==> src/pkg/ssw_pkg.sv <==
// Package of constants and carrier types for the supply supervisor and watchdog.
//------------------------------------------------------------------------------
//------------------------------------------------------------------------------
package ssw_pkg;

	// Clock rate of the timer clock.
	localparam int unsigned CLK_HZ = 100_000_000;

	// Debounce time in microseconds and its cycle count.
	localparam int unsigned DEBOUNCE_US     = 1000;
	localparam int unsigned DEBOUNCE_CYCLES = DEBOUNCE_US * (CLK_HZ / 1_000_000);

	// Watchdog intervals in milliseconds and cycle counts.
	localparam int unsigned WDT_MS_0 = 25;
	localparam int unsigned WDT_MS_1 = 200;
	localparam int unsigned WDT_MS_2 = 1400;
	localparam int unsigned WDT_CYC_0 = WDT_MS_0 * (CLK_HZ / 1000);
	localparam int unsigned WDT_CYC_1 = WDT_MS_1 * (CLK_HZ / 1000);
	localparam int unsigned WDT_CYC_2 = WDT_MS_2 * (CLK_HZ / 1000);

	// Reset hold times in milliseconds and cycle counts.
	localparam int unsigned HOLD_MS_0 = 50;
	localparam int unsigned HOLD_MS_1 = 200;
	localparam int unsigned HOLD_MS_2 = 400;
	localparam int unsigned HOLD_MS_3 = 800;
	localparam int unsigned HOLD_CYC_0 = HOLD_MS_0 * (CLK_HZ / 1000);
	localparam int unsigned HOLD_CYC_1 = HOLD_MS_1 * (CLK_HZ / 1000);
	localparam int unsigned HOLD_CYC_2 = HOLD_MS_2 * (CLK_HZ / 1000);
	localparam int unsigned HOLD_CYC_3 = HOLD_MS_3 * (CLK_HZ / 1000);

	// Counter width wide enough for the longest count.
	localparam int unsigned CNT_W = 32;

	// Watchdog select encodings; the fourth code turns the watchdog off.
	localparam logic [1:0] WDT_SEL_0   = 2'h0;
	localparam logic [1:0] WDT_SEL_1   = 2'h1;
	localparam logic [1:0] WDT_SEL_2   = 2'h2;
	localparam logic [1:0] WDT_SEL_OFF = 2'h3;

	// Comparator results from the analog front end.
	typedef struct packed {
		logic primary_above_trip;
		logic primary_above_backup;
		logic second_above_trip;
	} ssw_cmp_t;

	// Two-wire bus line samples.
	typedef struct packed {
		logic scl;
		logic sda;
	} ssw_bus_t;

	// Bus activity tracker states.
	typedef enum logic [2:0] {
		ST_IDLE  = 3'b001,
		ST_START = 3'b010,
		ST_CLKED = 3'b100
	} ssw_bus_state_t;

endpackage

==> src/hw/ssw_top.sv <==
// Supply supervisor, manual reset, battery switch and bus-restarted watchdog.
`timescale 1ns/1ps
`default_nettype none
module ssw_top
	import ssw_pkg::*;
#(
	parameter int unsigned P_DEBOUNCE = DEBOUNCE_CYCLES,
	parameter int unsigned P_WDT_0    = WDT_CYC_0,
	parameter int unsigned P_WDT_1    = WDT_CYC_1,
	parameter int unsigned P_WDT_2    = WDT_CYC_2,
	parameter int unsigned P_HOLD_0   = HOLD_CYC_0,
	parameter int unsigned P_HOLD_1   = HOLD_CYC_1,
	parameter int unsigned P_HOLD_2   = HOLD_CYC_2,
	parameter int unsigned P_HOLD_3   = HOLD_CYC_3
)
(
	input  wire logic       i_clk_sys,
	input  wire logic       i_rst,
	input  wire ssw_cmp_t   i_cmp,
	input  wire logic       i_manual_reset_in_n,
	input  wire ssw_bus_t   i_bus,
	input  wire logic [1:0] i_wdt_sel_nv,
	input  wire logic [1:0] i_hold_sel_nv,
	input  wire logic [1:0] i_wdt_sel_wdata,
	input  wire logic       i_wdt_sel_we,
	output logic [1:0]      o_wdt_sel_nv,
	output logic            o_wdt_sel_nv_we,
	output logic            o_system_reset,
	output logic            o_watchdog_fault_out_oe,
	output logic            o_early_low_supply_out_oe,
	output logic            o_second_supply_fail_out_oe,
	output logic            o_select_backup
);

	//--------------------------------------------------------------------------
	// Input synchronisers
	//--------------------------------------------------------------------------

	// Two stages for every asynchronous input; only stage two feeds logic.
	// Reset loads ones, the idle level of every line, so no false bus edge,
	// supply drop or button press appears right after reset.
	logic [5:0] sync1_reg;
	logic [5:0] sync2_reg;
	logic [5:0] async_in;
	assign async_in = {i_cmp, i_manual_reset_in_n, i_bus};

	always_ff @(posedge i_clk_sys or posedge i_rst)
	begin
		if (i_rst)
		begin
			sync1_reg <= 6'h3f;
			sync2_reg <= 6'h3f;
		end
		else
		begin
			sync1_reg <= async_in;
			sync2_reg <= sync1_reg;
		end
	end

	logic prim_ok;
	logic prim_gt_bat;
	logic sec_ok;
	logic btn_n_s;
	logic scl_s;
	logic sda_s;
	// Field order matches the concatenation that feeds the first stage.
	assign {prim_ok, prim_gt_bat, sec_ok, btn_n_s, scl_s, sda_s} = sync2_reg;

	//--------------------------------------------------------------------------
	// Nonvolatile watchdog selection
	//--------------------------------------------------------------------------

	// The select mirrors the nonvolatile cell, loaded once after reset release.
	// A write strobe in the load cycle is dropped; the host cannot write that
	// early because system reset is still held then.
	logic [1:0] wdt_sel_reg;
	logic       sel_loaded_reg;

	always_ff @(posedge i_clk_sys or posedge i_rst)
	begin
		if (i_rst)
		begin
			wdt_sel_reg     <= WDT_SEL_OFF;
			sel_loaded_reg  <= 1'b0;
			o_wdt_sel_nv    <= WDT_SEL_OFF;
			o_wdt_sel_nv_we <= 1'b0;
		end
		else
		begin
			o_wdt_sel_nv_we <= 1'b0;
			if (!sel_loaded_reg)
			begin
				wdt_sel_reg    <= i_wdt_sel_nv;
				o_wdt_sel_nv   <= i_wdt_sel_nv;
				sel_loaded_reg <= 1'b1;
			end
			else if (i_wdt_sel_we)
			begin
				wdt_sel_reg     <= i_wdt_sel_wdata;
				o_wdt_sel_nv    <= i_wdt_sel_wdata;
				o_wdt_sel_nv_we <= 1'b1;
			end
		end
	end

	//--------------------------------------------------------------------------
	// Manual reset debounce
	//--------------------------------------------------------------------------

	// The debounced level changes only after the raw level is steady for long.
	// A bounce shorter than the debounce time restarts the count and never
	// reaches the reset; the price is that a real press is seen that late.
	logic             btn_n_db_reg;
	logic [CNT_W-1:0] db_cnt_reg;

	always_ff @(posedge i_clk_sys or posedge i_rst)
	begin
		if (i_rst)
		begin
			btn_n_db_reg <= 1'b1;
			db_cnt_reg   <= '0;
		end
		else if (btn_n_s == btn_n_db_reg)
		begin
			db_cnt_reg <= '0;
		end
		else if (db_cnt_reg >= CNT_W'(P_DEBOUNCE - 1))
		begin
			btn_n_db_reg <= btn_n_s;
			db_cnt_reg   <= '0;
		end
		else
		begin
			db_cnt_reg <= db_cnt_reg + 1'b1;
		end
	end

	//--------------------------------------------------------------------------
	// System reset hold
	//--------------------------------------------------------------------------

	// Hold time chosen by the two select bits.
	// The select is read live, so a new choice applies to the next release.
	logic [CNT_W-1:0] hold_term;
	always_comb
	begin
		case (i_hold_sel_nv)
			2'h0:    hold_term = CNT_W'(P_HOLD_0);
			2'h1:    hold_term = CNT_W'(P_HOLD_1);
			2'h2:    hold_term = CNT_W'(P_HOLD_2);
			default: hold_term = CNT_W'(P_HOLD_3);
		endcase
	end

	// Any cause restarts the hold count, so release comes one hold after the last.
	logic             rst_cause;
	logic [CNT_W-1:0] hold_cnt_reg;
	// Both causes share one counter, so a press during a supply hold extends it.
	assign rst_cause = !prim_ok || !btn_n_db_reg;

	always_ff @(posedge i_clk_sys or posedge i_rst)
	begin
		if (i_rst)
		begin
			hold_cnt_reg   <= '0;
			o_system_reset <= 1'b1;
		end
		else if (rst_cause)
		begin
			hold_cnt_reg   <= '0;
			o_system_reset <= 1'b1;
		end
		else if (o_system_reset)
		begin
			if (hold_cnt_reg >= hold_term - 1'b1)
			begin
				o_system_reset <= 1'b0;
			end
			else
			begin
				hold_cnt_reg <= hold_cnt_reg + 1'b1;
			end
		end
	end

	//--------------------------------------------------------------------------
	// Supply outputs and battery switch
	//--------------------------------------------------------------------------

	// Comparator levels pass straight through with no hold applied.
	// The second-supply output bypasses the hold counter on purpose.
	always_ff @(posedge i_clk_sys or posedge i_rst)
	begin
		if (i_rst)
		begin
			o_early_low_supply_out_oe   <= 1'b1;
			o_second_supply_fail_out_oe <= 1'b1;
			o_select_backup             <= 1'b0;
		end
		else
		begin
			o_early_low_supply_out_oe   <= !prim_ok;
			o_second_supply_fail_out_oe <= !sec_ok;
			o_select_backup             <= !prim_ok && !prim_gt_bat;
		end
	end

	//--------------------------------------------------------------------------
	// Bus activity detector
	//--------------------------------------------------------------------------

	// Start is sda falling with scl high; a clock low then stop completes it.
	// The start is remembered until a clock low follows, so a start and a stop
	// with no clock between them never restart the watchdog.
	logic           scl_d_reg;
	logic           sda_d_reg;
	ssw_bus_state_t bus_st_reg;
	logic           kick_reg;
	logic           start_ev;
	logic           stop_ev;
	assign start_ev = scl_s && scl_d_reg && sda_d_reg && !sda_s;
	assign stop_ev  = scl_s && scl_d_reg && !sda_d_reg && sda_s;

	always_ff @(posedge i_clk_sys or posedge i_rst)
	begin
		if (i_rst)
		begin
			scl_d_reg  <= 1'b1;
			sda_d_reg  <= 1'b1;
			bus_st_reg <= ST_IDLE;
			kick_reg   <= 1'b0;
		end
		else
		begin
			scl_d_reg <= scl_s;
			sda_d_reg <= sda_s;
			kick_reg  <= 1'b0;
			case (bus_st_reg)
				ST_IDLE:
					if (start_ev)
						bus_st_reg <= ST_START;
				ST_START:
					if (scl_d_reg && !scl_s)
						bus_st_reg <= ST_CLKED;
				ST_CLKED:
					if (stop_ev)
					begin
						bus_st_reg <= ST_IDLE;
						kick_reg   <= 1'b1;
					end
					else if (start_ev)
						bus_st_reg <= ST_START;
				default:
					bus_st_reg <= ST_IDLE;
			endcase
		end
	end

	//--------------------------------------------------------------------------
	// Watchdog timer
	//--------------------------------------------------------------------------

	// Terminal count from the three presets; the fourth code disables it.
	// The zero term of that code is never compared, because the timer block
	// holds the counter clear while the select is off.
	logic [CNT_W-1:0] wdt_term;
	always_comb
	begin
		case (wdt_sel_reg)
			WDT_SEL_0: wdt_term = CNT_W'(P_WDT_0);
			WDT_SEL_1: wdt_term = CNT_W'(P_WDT_1);
			WDT_SEL_2: wdt_term = CNT_W'(P_WDT_2);
			default:   wdt_term = '0;
		endcase
	end

	// Timer idles during system reset; a restart clears an expired fault.
	// Holding it clear in reset keeps a slow boot from reading as a hang.
	logic [CNT_W-1:0] wdt_cnt_reg;

	always_ff @(posedge i_clk_sys or posedge i_rst)
	begin
		if (i_rst)
		begin
			wdt_cnt_reg             <= '0;
			o_watchdog_fault_out_oe <= 1'b0;
		end
		else if (kick_reg || o_system_reset || wdt_sel_reg == WDT_SEL_OFF)
		begin
			wdt_cnt_reg             <= '0;
			o_watchdog_fault_out_oe <= 1'b0;
		end
		else if (wdt_cnt_reg >= wdt_term - 1'b1)
		begin
			o_watchdog_fault_out_oe <= 1'b1;
		end
		else
		begin
			wdt_cnt_reg <= wdt_cnt_reg + 1'b1;
		end
	end

endmodule
`default_nettype wire

==> config.mk <==
export PLATFORM = sky130hd
export DESIGN_NAME = ssw_top
export DESIGN_NICKNAME = d
export VERILOG_FILES = /design/src/pkg/ssw_pkg.sv /design/src/hw/ssw_top.sv
export SDC_FILE = /design/constraint.sdc
export NUM_CORES = 1
export LEC_CHECK = 0
export ABC_AREA = 1
export BUFFER_PORTS_ARGS = -buffer_cell sky130_fd_sc_hd__buf_2
export CORE_MARGIN = 2
export CORE_UTILIZATION = 45
export DETAILED_ROUTE_END_ITERATION = 10
export PLACE_DENSITY = 0.61
export REMOVE_ABC_BUFFERS = 1
export SLEW_MARGIN = 15
export SYNTH_ARGS = -nofsm -noshare
export SYNTH_HDL_FRONTEND = slang
export SYNTH_SLANG_ARGS = --single-unit
==> constraint.sdc <==
create_clock -name i_clk_sys -period 5 [get_ports i_clk_sys]
set_input_delay 0 -clock i_clk_sys [delete_from_list [all_inputs] [get_ports i_clk_sys]]
set_output_delay 0 -clock i_clk_sys [all_outputs]
set_load 0.005 [all_outputs]
# --- After elaboration in Yosys (flattened, before gate mapping) ---
# Index checks and enable logic that the tools add are counted.
totals:
  word_cells: 87
  ff_bits: 124
  input_bits: 15
  output_inout_bits: 8
op_classes:
  magnitude_cmp: 3
  reduce_logical: 23
  addsub: 5
  n_mux: 24
  eq_ne: 13
  bitwise_logic: 1
ops:
  columns: ["cell", "n"]
  rows:
  - ["$mux 32", 7]
  - ["$add 32x1->32 const B", 3]
  - ["$pmux 28 s3", 1]
  - ["$pmux 27 s3", 1]
  - ["$ge 32x32->1", 2]
  - ["$sub 32x1->32 const B", 2]
  - ["$ge 32x17->1 const B", 1]
  - ["$mux 1", 9]
  - ["$mux 3", 3]
  - ["$pmux 3 s3", 1]
  - ["$ne 2x2->1 const B", 4]
  - ["$logic_and 1x1->1", 7]
  - ["$logic_not 1->1", 7]
  - ["$eq 2x2->1 const B", 3]
  - ["$eq 2x1->1 const B", 2]
  - ["$logic_not 2->1", 2]
  - ["$mux 2", 2]
  - ["$reduce_and 2->1", 2]
  - ["$reduce_bool 2->1", 2]
  - ["$eq 3x1->1 const B", 1]
  - ["$eq 3x2->1 const B", 1]
  - ["$eq 3x3->1 const B", 1]
  - ["$logic_or 1x1->1", 3]
  - ["$eq 1x1->1", 1]
  - ["$not 1->1", 1]

# --- Depth between registers and ports, before layout ---
# Gate-level depths: netlist of the first run.
logic_depth:
  word_depth: 7
  ltp_mapped: 16
  depth_no_buf: 15

# --- Worst setup path after synthesis of the first run ---
# Ideal clock, no wire load.
synth_timing:
  kind: "register to register"
  from: "register wdt_sel_reg[0]"
  to: "register wdt_cnt_reg[22]"
  setup_slack_ps: 2486
  required_ps: 4881
  stages_incl_launch_ff: 16
  period_less_slack_ps: 2514
  n_path_buf: 1
  t_arrival_ps: 2395
  setup_ps: 119
  path_cell_list: "dfstp_2 -> inv_1 -> ha_1 -> xnor2_1 -> ha_1 -> nand2_1 -> inv_1 -> nand3_1 -> inv_1 -> nand2_1 -> nand3_1 -> nor2_4 -> nand2_4 -> buf_4 -> nand3_1 -> nand2_1"
synth_between:
  elab_chain_len: 5
  elab_cells_between_ends: 10
  cone_classes: "add/sub: 1; order compare: 1; eq/ne: 4; mux: 2; reduce/logical: 2"
synth_lines:
  columns: ["element", "line_no", "rtl"]
  rows:
  - ["start: declaration", "ssw_top.sv:77", "logic [1:0] wdt_sel_reg;"]
  - ["start signal: assignment", "ssw_top.sv:94", "wdt_sel_reg <= i_wdt_sel_nv;"]
  - ["start signal: assignment", "ssw_top.sv:100", "wdt_sel_reg <= i_wdt_sel_wdata;"]
  - ["$eq 2x2->1 (tied with other cells)", "ssw_top.sv:270", "case (wdt_sel_reg)"]
  - ["$pmux 28 s3", "ssw_top.sv:270", null]
  - ["$sub 32x1->32", "ssw_top.sv:294", "else if (wdt_cnt_reg >= wdt_term - 1'b1)"]
  - ["$ge 32x32->1", "ssw_top.sv:294", null]
  - ["$ne 2x2->1 (no line)", null, null]
  - ["end signal: assignment", "ssw_top.sv:300", "wdt_cnt_reg <= wdt_cnt_reg + 1'b1;"]
  - ["end: declaration", "ssw_top.sv:280", "logic [CNT_W-1:0] wdt_cnt_reg;"]
# Parallel ways exist; a longest one is shown, timed or not.
# A chain may end at the register's enable or synchronous reset.

# --- Worst setup path in the final report of the first run ---
layout_timing:
  from: "register wdt_sel_reg[0]"
  to: "register wdt_cnt_reg[29]"
# Same word-level chain as after synthesis.

==> results of run 1 <==
## cells by family (layout without fill, tap and decap cells)
kind of cell / Yosys count / after routing / synth area share [%]
and+or+nand+nor: 682 / 682 / 36.46
buffers and inverters: 160 / 202 / 7.904
DFF: 124 / 124 / 38.54
adders and majority gates: 61 / 61 / 9.399
AOI/OAI and AO/OA: 46 / 46 / 3.405
xor gates and xnor gates: 39 / 39 / 4.207
other: 2 / 18 / 0.09248
## critical path, delay by kind of cell (launching register included)
kind | cells | cell delay, ns
buffers and inverters | 3 | 0.18
adders and majority gates | 2 | 0.61
DFF | 1 | 0.54
xor gates and xnor gates | 1 | 0.46
and+or+nand+nor | 8 | 1.69
## worst paths after layout
path | endpoint | slack, ns | cells past startpoint
setup / recovery | wdt_cnt_reg[29]$_DFFE_PP0P_ | 1.37 | 14
hold / removal | db_cnt_reg[14]$_DFF_PP0_ | 0.19 | 3
setup reg to reg | wdt_cnt_reg[29]$_DFFE_PP0P_ | 1.37 | 14
hold reg to reg | sync2_reg[3]$_DFF_PP1_ | 0.36 | 0
max in group asynchronous | hold_cnt_reg[14]$_DFFE_PP0P_ | 3.55 | 4
min in group i_clk_sys | sync1_reg[3]$_DFF_PP1_ | 0.23 | 2
## metal layers
metal	part of all wire, %	up-vias	global-route usage, %
met1	48	3184	26.86
met2	48	122	35.07
met4	1.1	0	5.102
met3	2.8	12	3.949
li1	-	3639	-
met5	0	-	0
## timing repair
item	in CTS	in global routing
hold endpoints to repair	63	0
endpoints found under the setup margin	0	0
hold buffers	12	0
## layout by cell type, fill, tap and decap left out, drive strengths merged, types with 2 or more instances in the layout
| master | count |
|---|---|
| ha | 61 |
| o21ai | 12 |
| o311ai | 2 |
| o21bai | 3 |
| clkbuf | 18 |
| clkinv | 6 |
| dlygate4sd3 | 12 |
| buf | 27 |
| a21oi | 19 |
| nand4 | 42 |
| nand3 | 113 |
| nor2 | 158 |
| conb | 18 |
| nand3b | 2 |
| dfrtp | 103 |
| xnor2 | 18 |
| dfstp | 21 |
| nor4 | 4 |
| nand2 | 341 |
| nor3 | 19 |
| a21o | 5 |
| nor3b | 2 |
| bufinv | 3 |
| inv | 135 |
| xor2 | 21 |
## power by group through the flow
stage / combinational (mW) / sequential (mW) / clock (mW)
floorplan: 0.114 / 1.07 / 0
global placement: 0.158 / 1.08 / 0
detailed placement: 0.161 / 1.08 / 0
CTS: 0.169 / 1.06 / 1.31
global route: 0.194 / 1.06 / 1.36
finish: 0.167 / 1.06 / 1.28
## area by class of cell
cell class                 count  area share [%]
timing repair buffer          39           2.908
tap                          229           3.112
sequential                   124           33.99
inverter                     131           5.395
clock buffer                  18           4.661
multi-input combinational    846           47.94
clock inverter                14           1.998
## stage by stage
stage / util (%) / std cells
after floorplan: - / 1101
after global placement: 47.50 / 1357
after detailed placement: 47.50 / 1357
after CTS: 51.61 / 1401
after global routing: 51.61 / 1401
final: 51.61 / 1401
==> summary.txt, run 1 <==
Run status
  • Outcome: complete, no violations

Logic synthesis
  • Post-synth EDFFs: 0
  • Top post-synthesis cells by count: 337 x nand2_1, 149 x nor2_1, 126 x inv_1, 110 x nand3_1, 103 x dfrtp_1
  • Synthesized area: around 8000 sq um
  • Register area share after synthesis: 38.54%
  • Netlist cell types: 42
  • Mapped Avg Cell Area: 7.289 sq um
  • Cell taking the most area after synthesis: dfrtp_1
  • Post-synth top area share: 31.74%
  • Yosys warning total: 0
  • Synth area leaders: dfrtp_1 32%, nand2_1 16%, ha_1 9.4%, nor2_1 6.9%, dfstp_2 6.8%
  • Post-synth top flop: dfrtp_1
  • Count leader, synth: nand2_1
  • Gate count after technology mapping: between 1000 and 1500
  • Yosys reg bits: between 100 and 150
  • Asr flop ratio synth: 100.0%

Clock network
  • Clk buf depth: 2
  • CTS resizes: 0
  • CTS Sinks: 124
  • Post-CTS Setup Repair Bufs: 0
  • CTS root buf: clkbuf_16
  • H-tree depth: 4
  • Inserted Clock Buffers: 17
  • CTS clk-pin slew, worst paths: approximately 0.06 ns
  • Clock Latency Late Sink: 0.41 ns
  • CTS tree: yes

Timing
  • Count of final max-slew check failures: 0
  • Tightest Pin Transition: roughly 0.9 ns
  • Final setup TNS: 0 ns
  • Final worst setup slack: 1.372 ns
  • Final hold viol count: 0
  • Clock Skews: 0.009596 ns
  • Slew margin rel.: 41.14%
  • Tmin final: around 3.6 ns
  • Crit share post-route: ~73%
  • Fmax: about 0.28 GHz
  • Final Hold Slack: between 0.15 and 0.2 ns
  • Setup violators final: 0
  • Unrepaired setup endpoints after global routing: no

Critical path
  • Crit. End Element: flop
  • Crit-path max FO: 34
  • Worst setup startpoint: wdt_sel_reg[0]$_DFFE_PP1P_
  • Req. time, crit path: 5.29 ns
  • Slowest cell on crit path: nor2_4
  • Reg-to-Reg Start: wdt_sel_reg[0]$_DFFE_PP1P_
  • Critical Path Source Type: flop
  • Max incr delay on CP: about 0.65 ns
  • CP cell instances: inv_1 -> ha_1 -> xnor2_1 -> ha_1 -> nand2_1 -> inv_1 -> nand3_1 -> inv_1 -> nand2_1 -> nand3_1 -> nor2_4 -> nand2_4 -> nand3_1 -> nand2_1
  • WP data arrival: 3.92 ns
  • Crit Path Class: flop to flop

Power and ir drop
  • P_sw: about 0.61 mW
  • Logic pwr share: 6.7%
  • Total power: 2.510 mW
  • Max VDD drop: between 0.2 and 0.3 mV
  • Fraction of power spent switching nets: 24.34%
  • Pint: roughly 1.9 mW
  • Flop pwr share: 42.2%
  • Leakage: around 4.6 nW
  • Clock power frac: around 51%
  • PD cells: approximately 270 nW/um^2

Routing
  • Via count: approximately 7000
  • 1st-iter DRT viols: approximately 400
  • DRT Pass-1 Iters: 5
  • DR vias/cell: ~5
  • DRC errors left: 0
  • Antenna Nets Post-Route: 0
  • DR WL/cell: approximately 13 um
  • Routed wire length: ~19000 um

Layout
  • Nets: about 1200
  • Layout cells sized above 1: 9.044%
  • Ant diodes: 0
  • Layout area overhead: 13.39%
  • Reg area: 3129 sq um
  • Filler instances: roughly 1800
  • Final Cell Area: slightly above 9000 sq um
  • Multi-input logic area: 4414 sq um

Global routing
  • Vias in the first global route: 6573
  • First-pass GRT wire length: between 30000 and 40000 um
  • Remaining Overflow, GRT: 0
  • Overall Global Routing Usage: between 20% and 30%
  • Pin count of the biggest net entering global routing: between 70 and 80
  • Initial antenna violation count: 0

Floorplan
  • Io pins: 23
  • Std-Cell Rows: 49
  • Die X: roughly 140 um
  • Die height: between 100 and 150 um
  • Die ar.: 19140 sq um
  • Core Region: between 15000 and 20000 sq um
  • Initial Util: 45.52%

Place
  • Final GP Congestion: 0.9220
  • Dpl hpwl: roughly 13000 um
  • # port buffers: 22
  • DP Area: between 8000 and 9000 sq um
  • Worst Setup Slack post-DPL: 1.453 ns

Job
  • Max-Cap Viols: 0

Hold path
  • Worst min path class: input port to asynchronous set/reset pin
(Power assumes the default switching activity.)
==> inputs of run 2 (changes only) <==
--- a/config.mk
+++ b/config.mk
@@ -10,7 +10,7 @@
 export CORE_MARGIN = 2
 export CORE_UTILIZATION = 45
 export DETAILED_ROUTE_END_ITERATION = 10
-export PLACE_DENSITY = 0.61
+export PLACE_DENSITY = 0.63
 export REMOVE_ABC_BUFFERS = 1
 export SLEW_MARGIN = 15
 export SYNTH_ARGS = -nofsm -noshare
==> constraint.sdc (replaced) <==
create_clock -name i_clk_sys -period 3 [get_ports i_clk_sys]
set_input_delay 0 -clock i_clk_sys [delete_from_list [all_inputs] [get_ports i_clk_sys]]
set_output_delay 0 -clock i_clk_sys [all_outputs]
set_load 0.005 [all_outputs]
==> run 2 against run 1 <==
Against the previous run:
- design area rose by 0.63%
- via count fell by 0.92%
- setup slack got worse by 1.1 ns
- sequential cell count did not move
- combinational power rose by 71%
==> summary.txt, run 2 (synthesized netlist as in run 1, its figures left out) <==
Routing
  • 1st-iter DRT viols: 455 (was 405)
  • DRT Pass-1 Iters: 7 (was 5)
  • Antenna Nets Post-Route: 0 (unchanged)
  • Routed wire length: 18690 um (about the same)
  • DR vias/cell: 4.906 (was 4.966)
  • DRC errors left: 0 (unchanged)
  • DR WL/cell: 13.30 um (was 13.34 um)
  • Via count: 6893 (was 6957)

Critical path
  • Top cell family by delay on the critical path: simple AND/OR/NAND/NOR gates (unchanged)
  • CP cell instances: ha_2 -> inv_1 -> ha_1 -> nand2_1 -> nor2_1 -> nand3_1 -> nor3_2 -> nand2_4 -> buf_4 -> nand4_1 -> nand2_1 (was inv_1 -> ha_1 -> xnor2_1 -> ha_1 -> nand2_1 -> inv_1 -> nand3_1 -> inv_1 -> nand2_1 -> nand3_1 -> nor2_4 -> nand2_4 -> nand3_1 -> nand2_1)
  • WP buf/inv: 2 (was 3)
  • Critical Path Source Type: flop (unchanged)
  • Crit. End Element: flop (unchanged)
  • Crit-path max FO: 18 (was 34)
  • Most frequent CP cell: nand2_1
  • Crit Path Class: flop to flop (unchanged)
  • Max incr delay on CP: 0.56 ns (was 0.65 ns)
  • Slowest cell on crit path: dfstp_2 (was nor2_4)
  • Req. time, crit path: 3.32 ns (was 5.29 ns)
  • WP data arrival: 3.03 ns (was 3.92 ns)

Place
  • DP Area: 8514 sq um (was 8474 sq um)
  • Dpl hpwl: 13240 um (was 13160 um)
  • # port buffers: 22 (unchanged)
  • Final GP Congestion: 0.9099 (was 0.9220)

Global routing
  • Vias in the first global route: 6572 (was 6573)
  • First-pass GRT wire length: 32350 um (was 32200 um)
  • Initial antenna violation count: 0 (unchanged)
  • Overall Global Routing Usage: 20.68% (was 20.49%)
  • Pin count of the biggest net entering global routing: 66 (was 71)
  • Remaining Overflow, GRT: 0 (unchanged)

Clock network
  • Clk buf depth: 2 (unchanged)
  • Post-CTS Setup Repair Bufs: 0 (unchanged)
  • CTS root buf: clkbuf_16 (unchanged)
  • H-tree depth: 4 (unchanged)
  • Inserted Clock Buffers: 17 (unchanged)
  • CTS Sinks: 124 (unchanged)
  • CTS clk-pin slew, worst paths: 0.06 ns (about the same)
  • CTS tree: yes (unchanged)
  • Clock Latency Late Sink: 0.43 ns (was 0.41 ns)

Layout
  • Most frequent cells in the layout: 337 x nand2_1, 149 x nor2_1, 125 x inv_1, 110 x nand3_1, 103 x dfrtp_1 (unchanged)
  • Filler instances: 1745 (was 1770)
  • Most common cell after layout, fill and taps aside: nand2_1 (unchanged)
  • Layout area overhead: 14.10% (was 13.39%)
  • Reg area: 3129 sq um (unchanged)
  • Nets: 1239 (was 1235)
  • Final Cell Area: 9265 sq um (was 9208 sq um)
  • Multi-input logic area: 4444 sq um (was 4414 sq um)
  • Layout cells sized above 1: 9.609% (was 9.044%)
  • Core Util, Final: 51.93% (was 51.61%)
  • Ant diodes: 0 (unchanged)

Timing
  • Crit share post-route: 90.56% (was 72.57%)
  • Clock Skews: 0.01601 ns (was 0.009596 ns)
  • Final setup TNS: 0 ns (unchanged)
  • Final hold viol count: 0 (unchanged)
  • Slew margin rel.: 53.60% (was 41.14%)
  • Setup violators final: 0 (unchanged)
  • Tightest Pin Transition: 0.6960 ns (was 0.8828 ns)
  • Fmax: 0.3681 GHz (was 0.2756 GHz)
  • Count of final max-slew check failures: 0 (unchanged)
  • Tmin final: 2.717 ns (was 3.628 ns)
  • Unrepaired setup endpoints after global routing: no (unchanged)

Floorplan
  • Core Region: 17840 sq um (unchanged)
  • Std-Cell Rows: 49 (unchanged)
  • Die height: 138.3 um (unchanged)
  • Die ar.: 19140 sq um (unchanged)
  • Io pins: 23 (unchanged)
  • Initial Util: 45.52% (unchanged)
  • Die X: 138.3 um (unchanged)

Hold path
  • Worst min path class: input port to flop (was input port to asynchronous set/reset pin)

Power and ir drop
  • Max VDD drop: 0.3770 mV (was 0.2783 mV)
  • Total power: 4.165 mW (was 2.510 mW)
  • PD cells: 449.5 nW/um^2 (was 272.7 nW/um^2)
  • Leakage: 4.614 nW (was 4.602 nW)

Job
  • Max-Cap Viols: 0 (unchanged)

Run status
  • Outcome: complete, no violations (unchanged)
## run 2: cell count changes in the layout (fill, tap and decap cells not counted), sizes merged
| cell | change |
|---|---|
| clkinvlp | +3 |
| clkinv | -2 |
| buf | +4 |
| bufinv | -1 |
## run 2: report_power, final
group	internal, mW	switching, mW	leakage, nW	total (mW)
registers	1.74	0.0285	1.62	1.76
clock network	1.26	0.852	0.283	2.12
logic	0.110	0.175	2.71	0.285
## run 2: cell type report
| type | count | share of cell area [%] |
|---|---|---|
| clock inverter | 14 | 1.742 |
| clock buffer | 18 | 4.740 |
| sequential | 124 | 33.77 |
| timing repair buffer | 43 | 3.349 |
| tap | 229 | 3.093 |
| inverter | 131 | 5.334 |
| multi-input combinational | 846 | 47.97 |
## run 2: path summary, 6_finish.rpt
check	start	to	slack, ns	cells past startpoint
setup / recovery	wdt_sel_reg[1]$_DFFE_PP1P_	wdt_cnt_reg[16]$_DFFE_PP0P_	0.28	11
setup reg to reg	wdt_sel_reg[1]$_DFFE_PP1P_	wdt_cnt_reg[16]$_DFFE_PP0P_	0.28	11
hold / removal	i_bus[0]	sync1_reg[0]$_DFF_PP1_	0.21	2
min in group asynchronous	i_rst	db_cnt_reg[7]$_DFF_PP0_	0.26	3
max in group asynchronous	i_rst	scl_d_reg$_DFF_PP1_	1.92	4
hold reg to reg	sync1_reg[5]$_DFF_PP1_	sync2_reg[5]$_DFF_PP1_	0.35	0
## run 2: what timing repair did
item,in CTS,in global routing
setup endpoints to repair,0,33
gates resized for setup,0,4
hold endpoints to repair,54,0
hold buffers,12,0
## run 2: per-stage QoR
step                      cells  hold slack, ns  setup WS [ns]
final                      1405          0.2073         0.2833
after global routing       1405          0.1936        0.04843
after CTS                  1405          0.1923         0.1037
after detailed placement   1361          0.1065         0.1166
after global placement     1361          0.1062         0.2229
after floorplan            1101        0.004478         -1.248
## run 2: per-layer routing
| layer | GRT usage (%) | up-vias | routed length [um] |
|---|---|---|---|
| li1 | - | 3655 | - |
| met1 | 27.40 | 3094 | 9051 |
| met2 | 34.16 | 117 | 8786 |
| met3 | 4.711 | 27 | 559 |
| met4 | 5.854 | 0 | 293 |
| met5 | 0 | - | 0 |
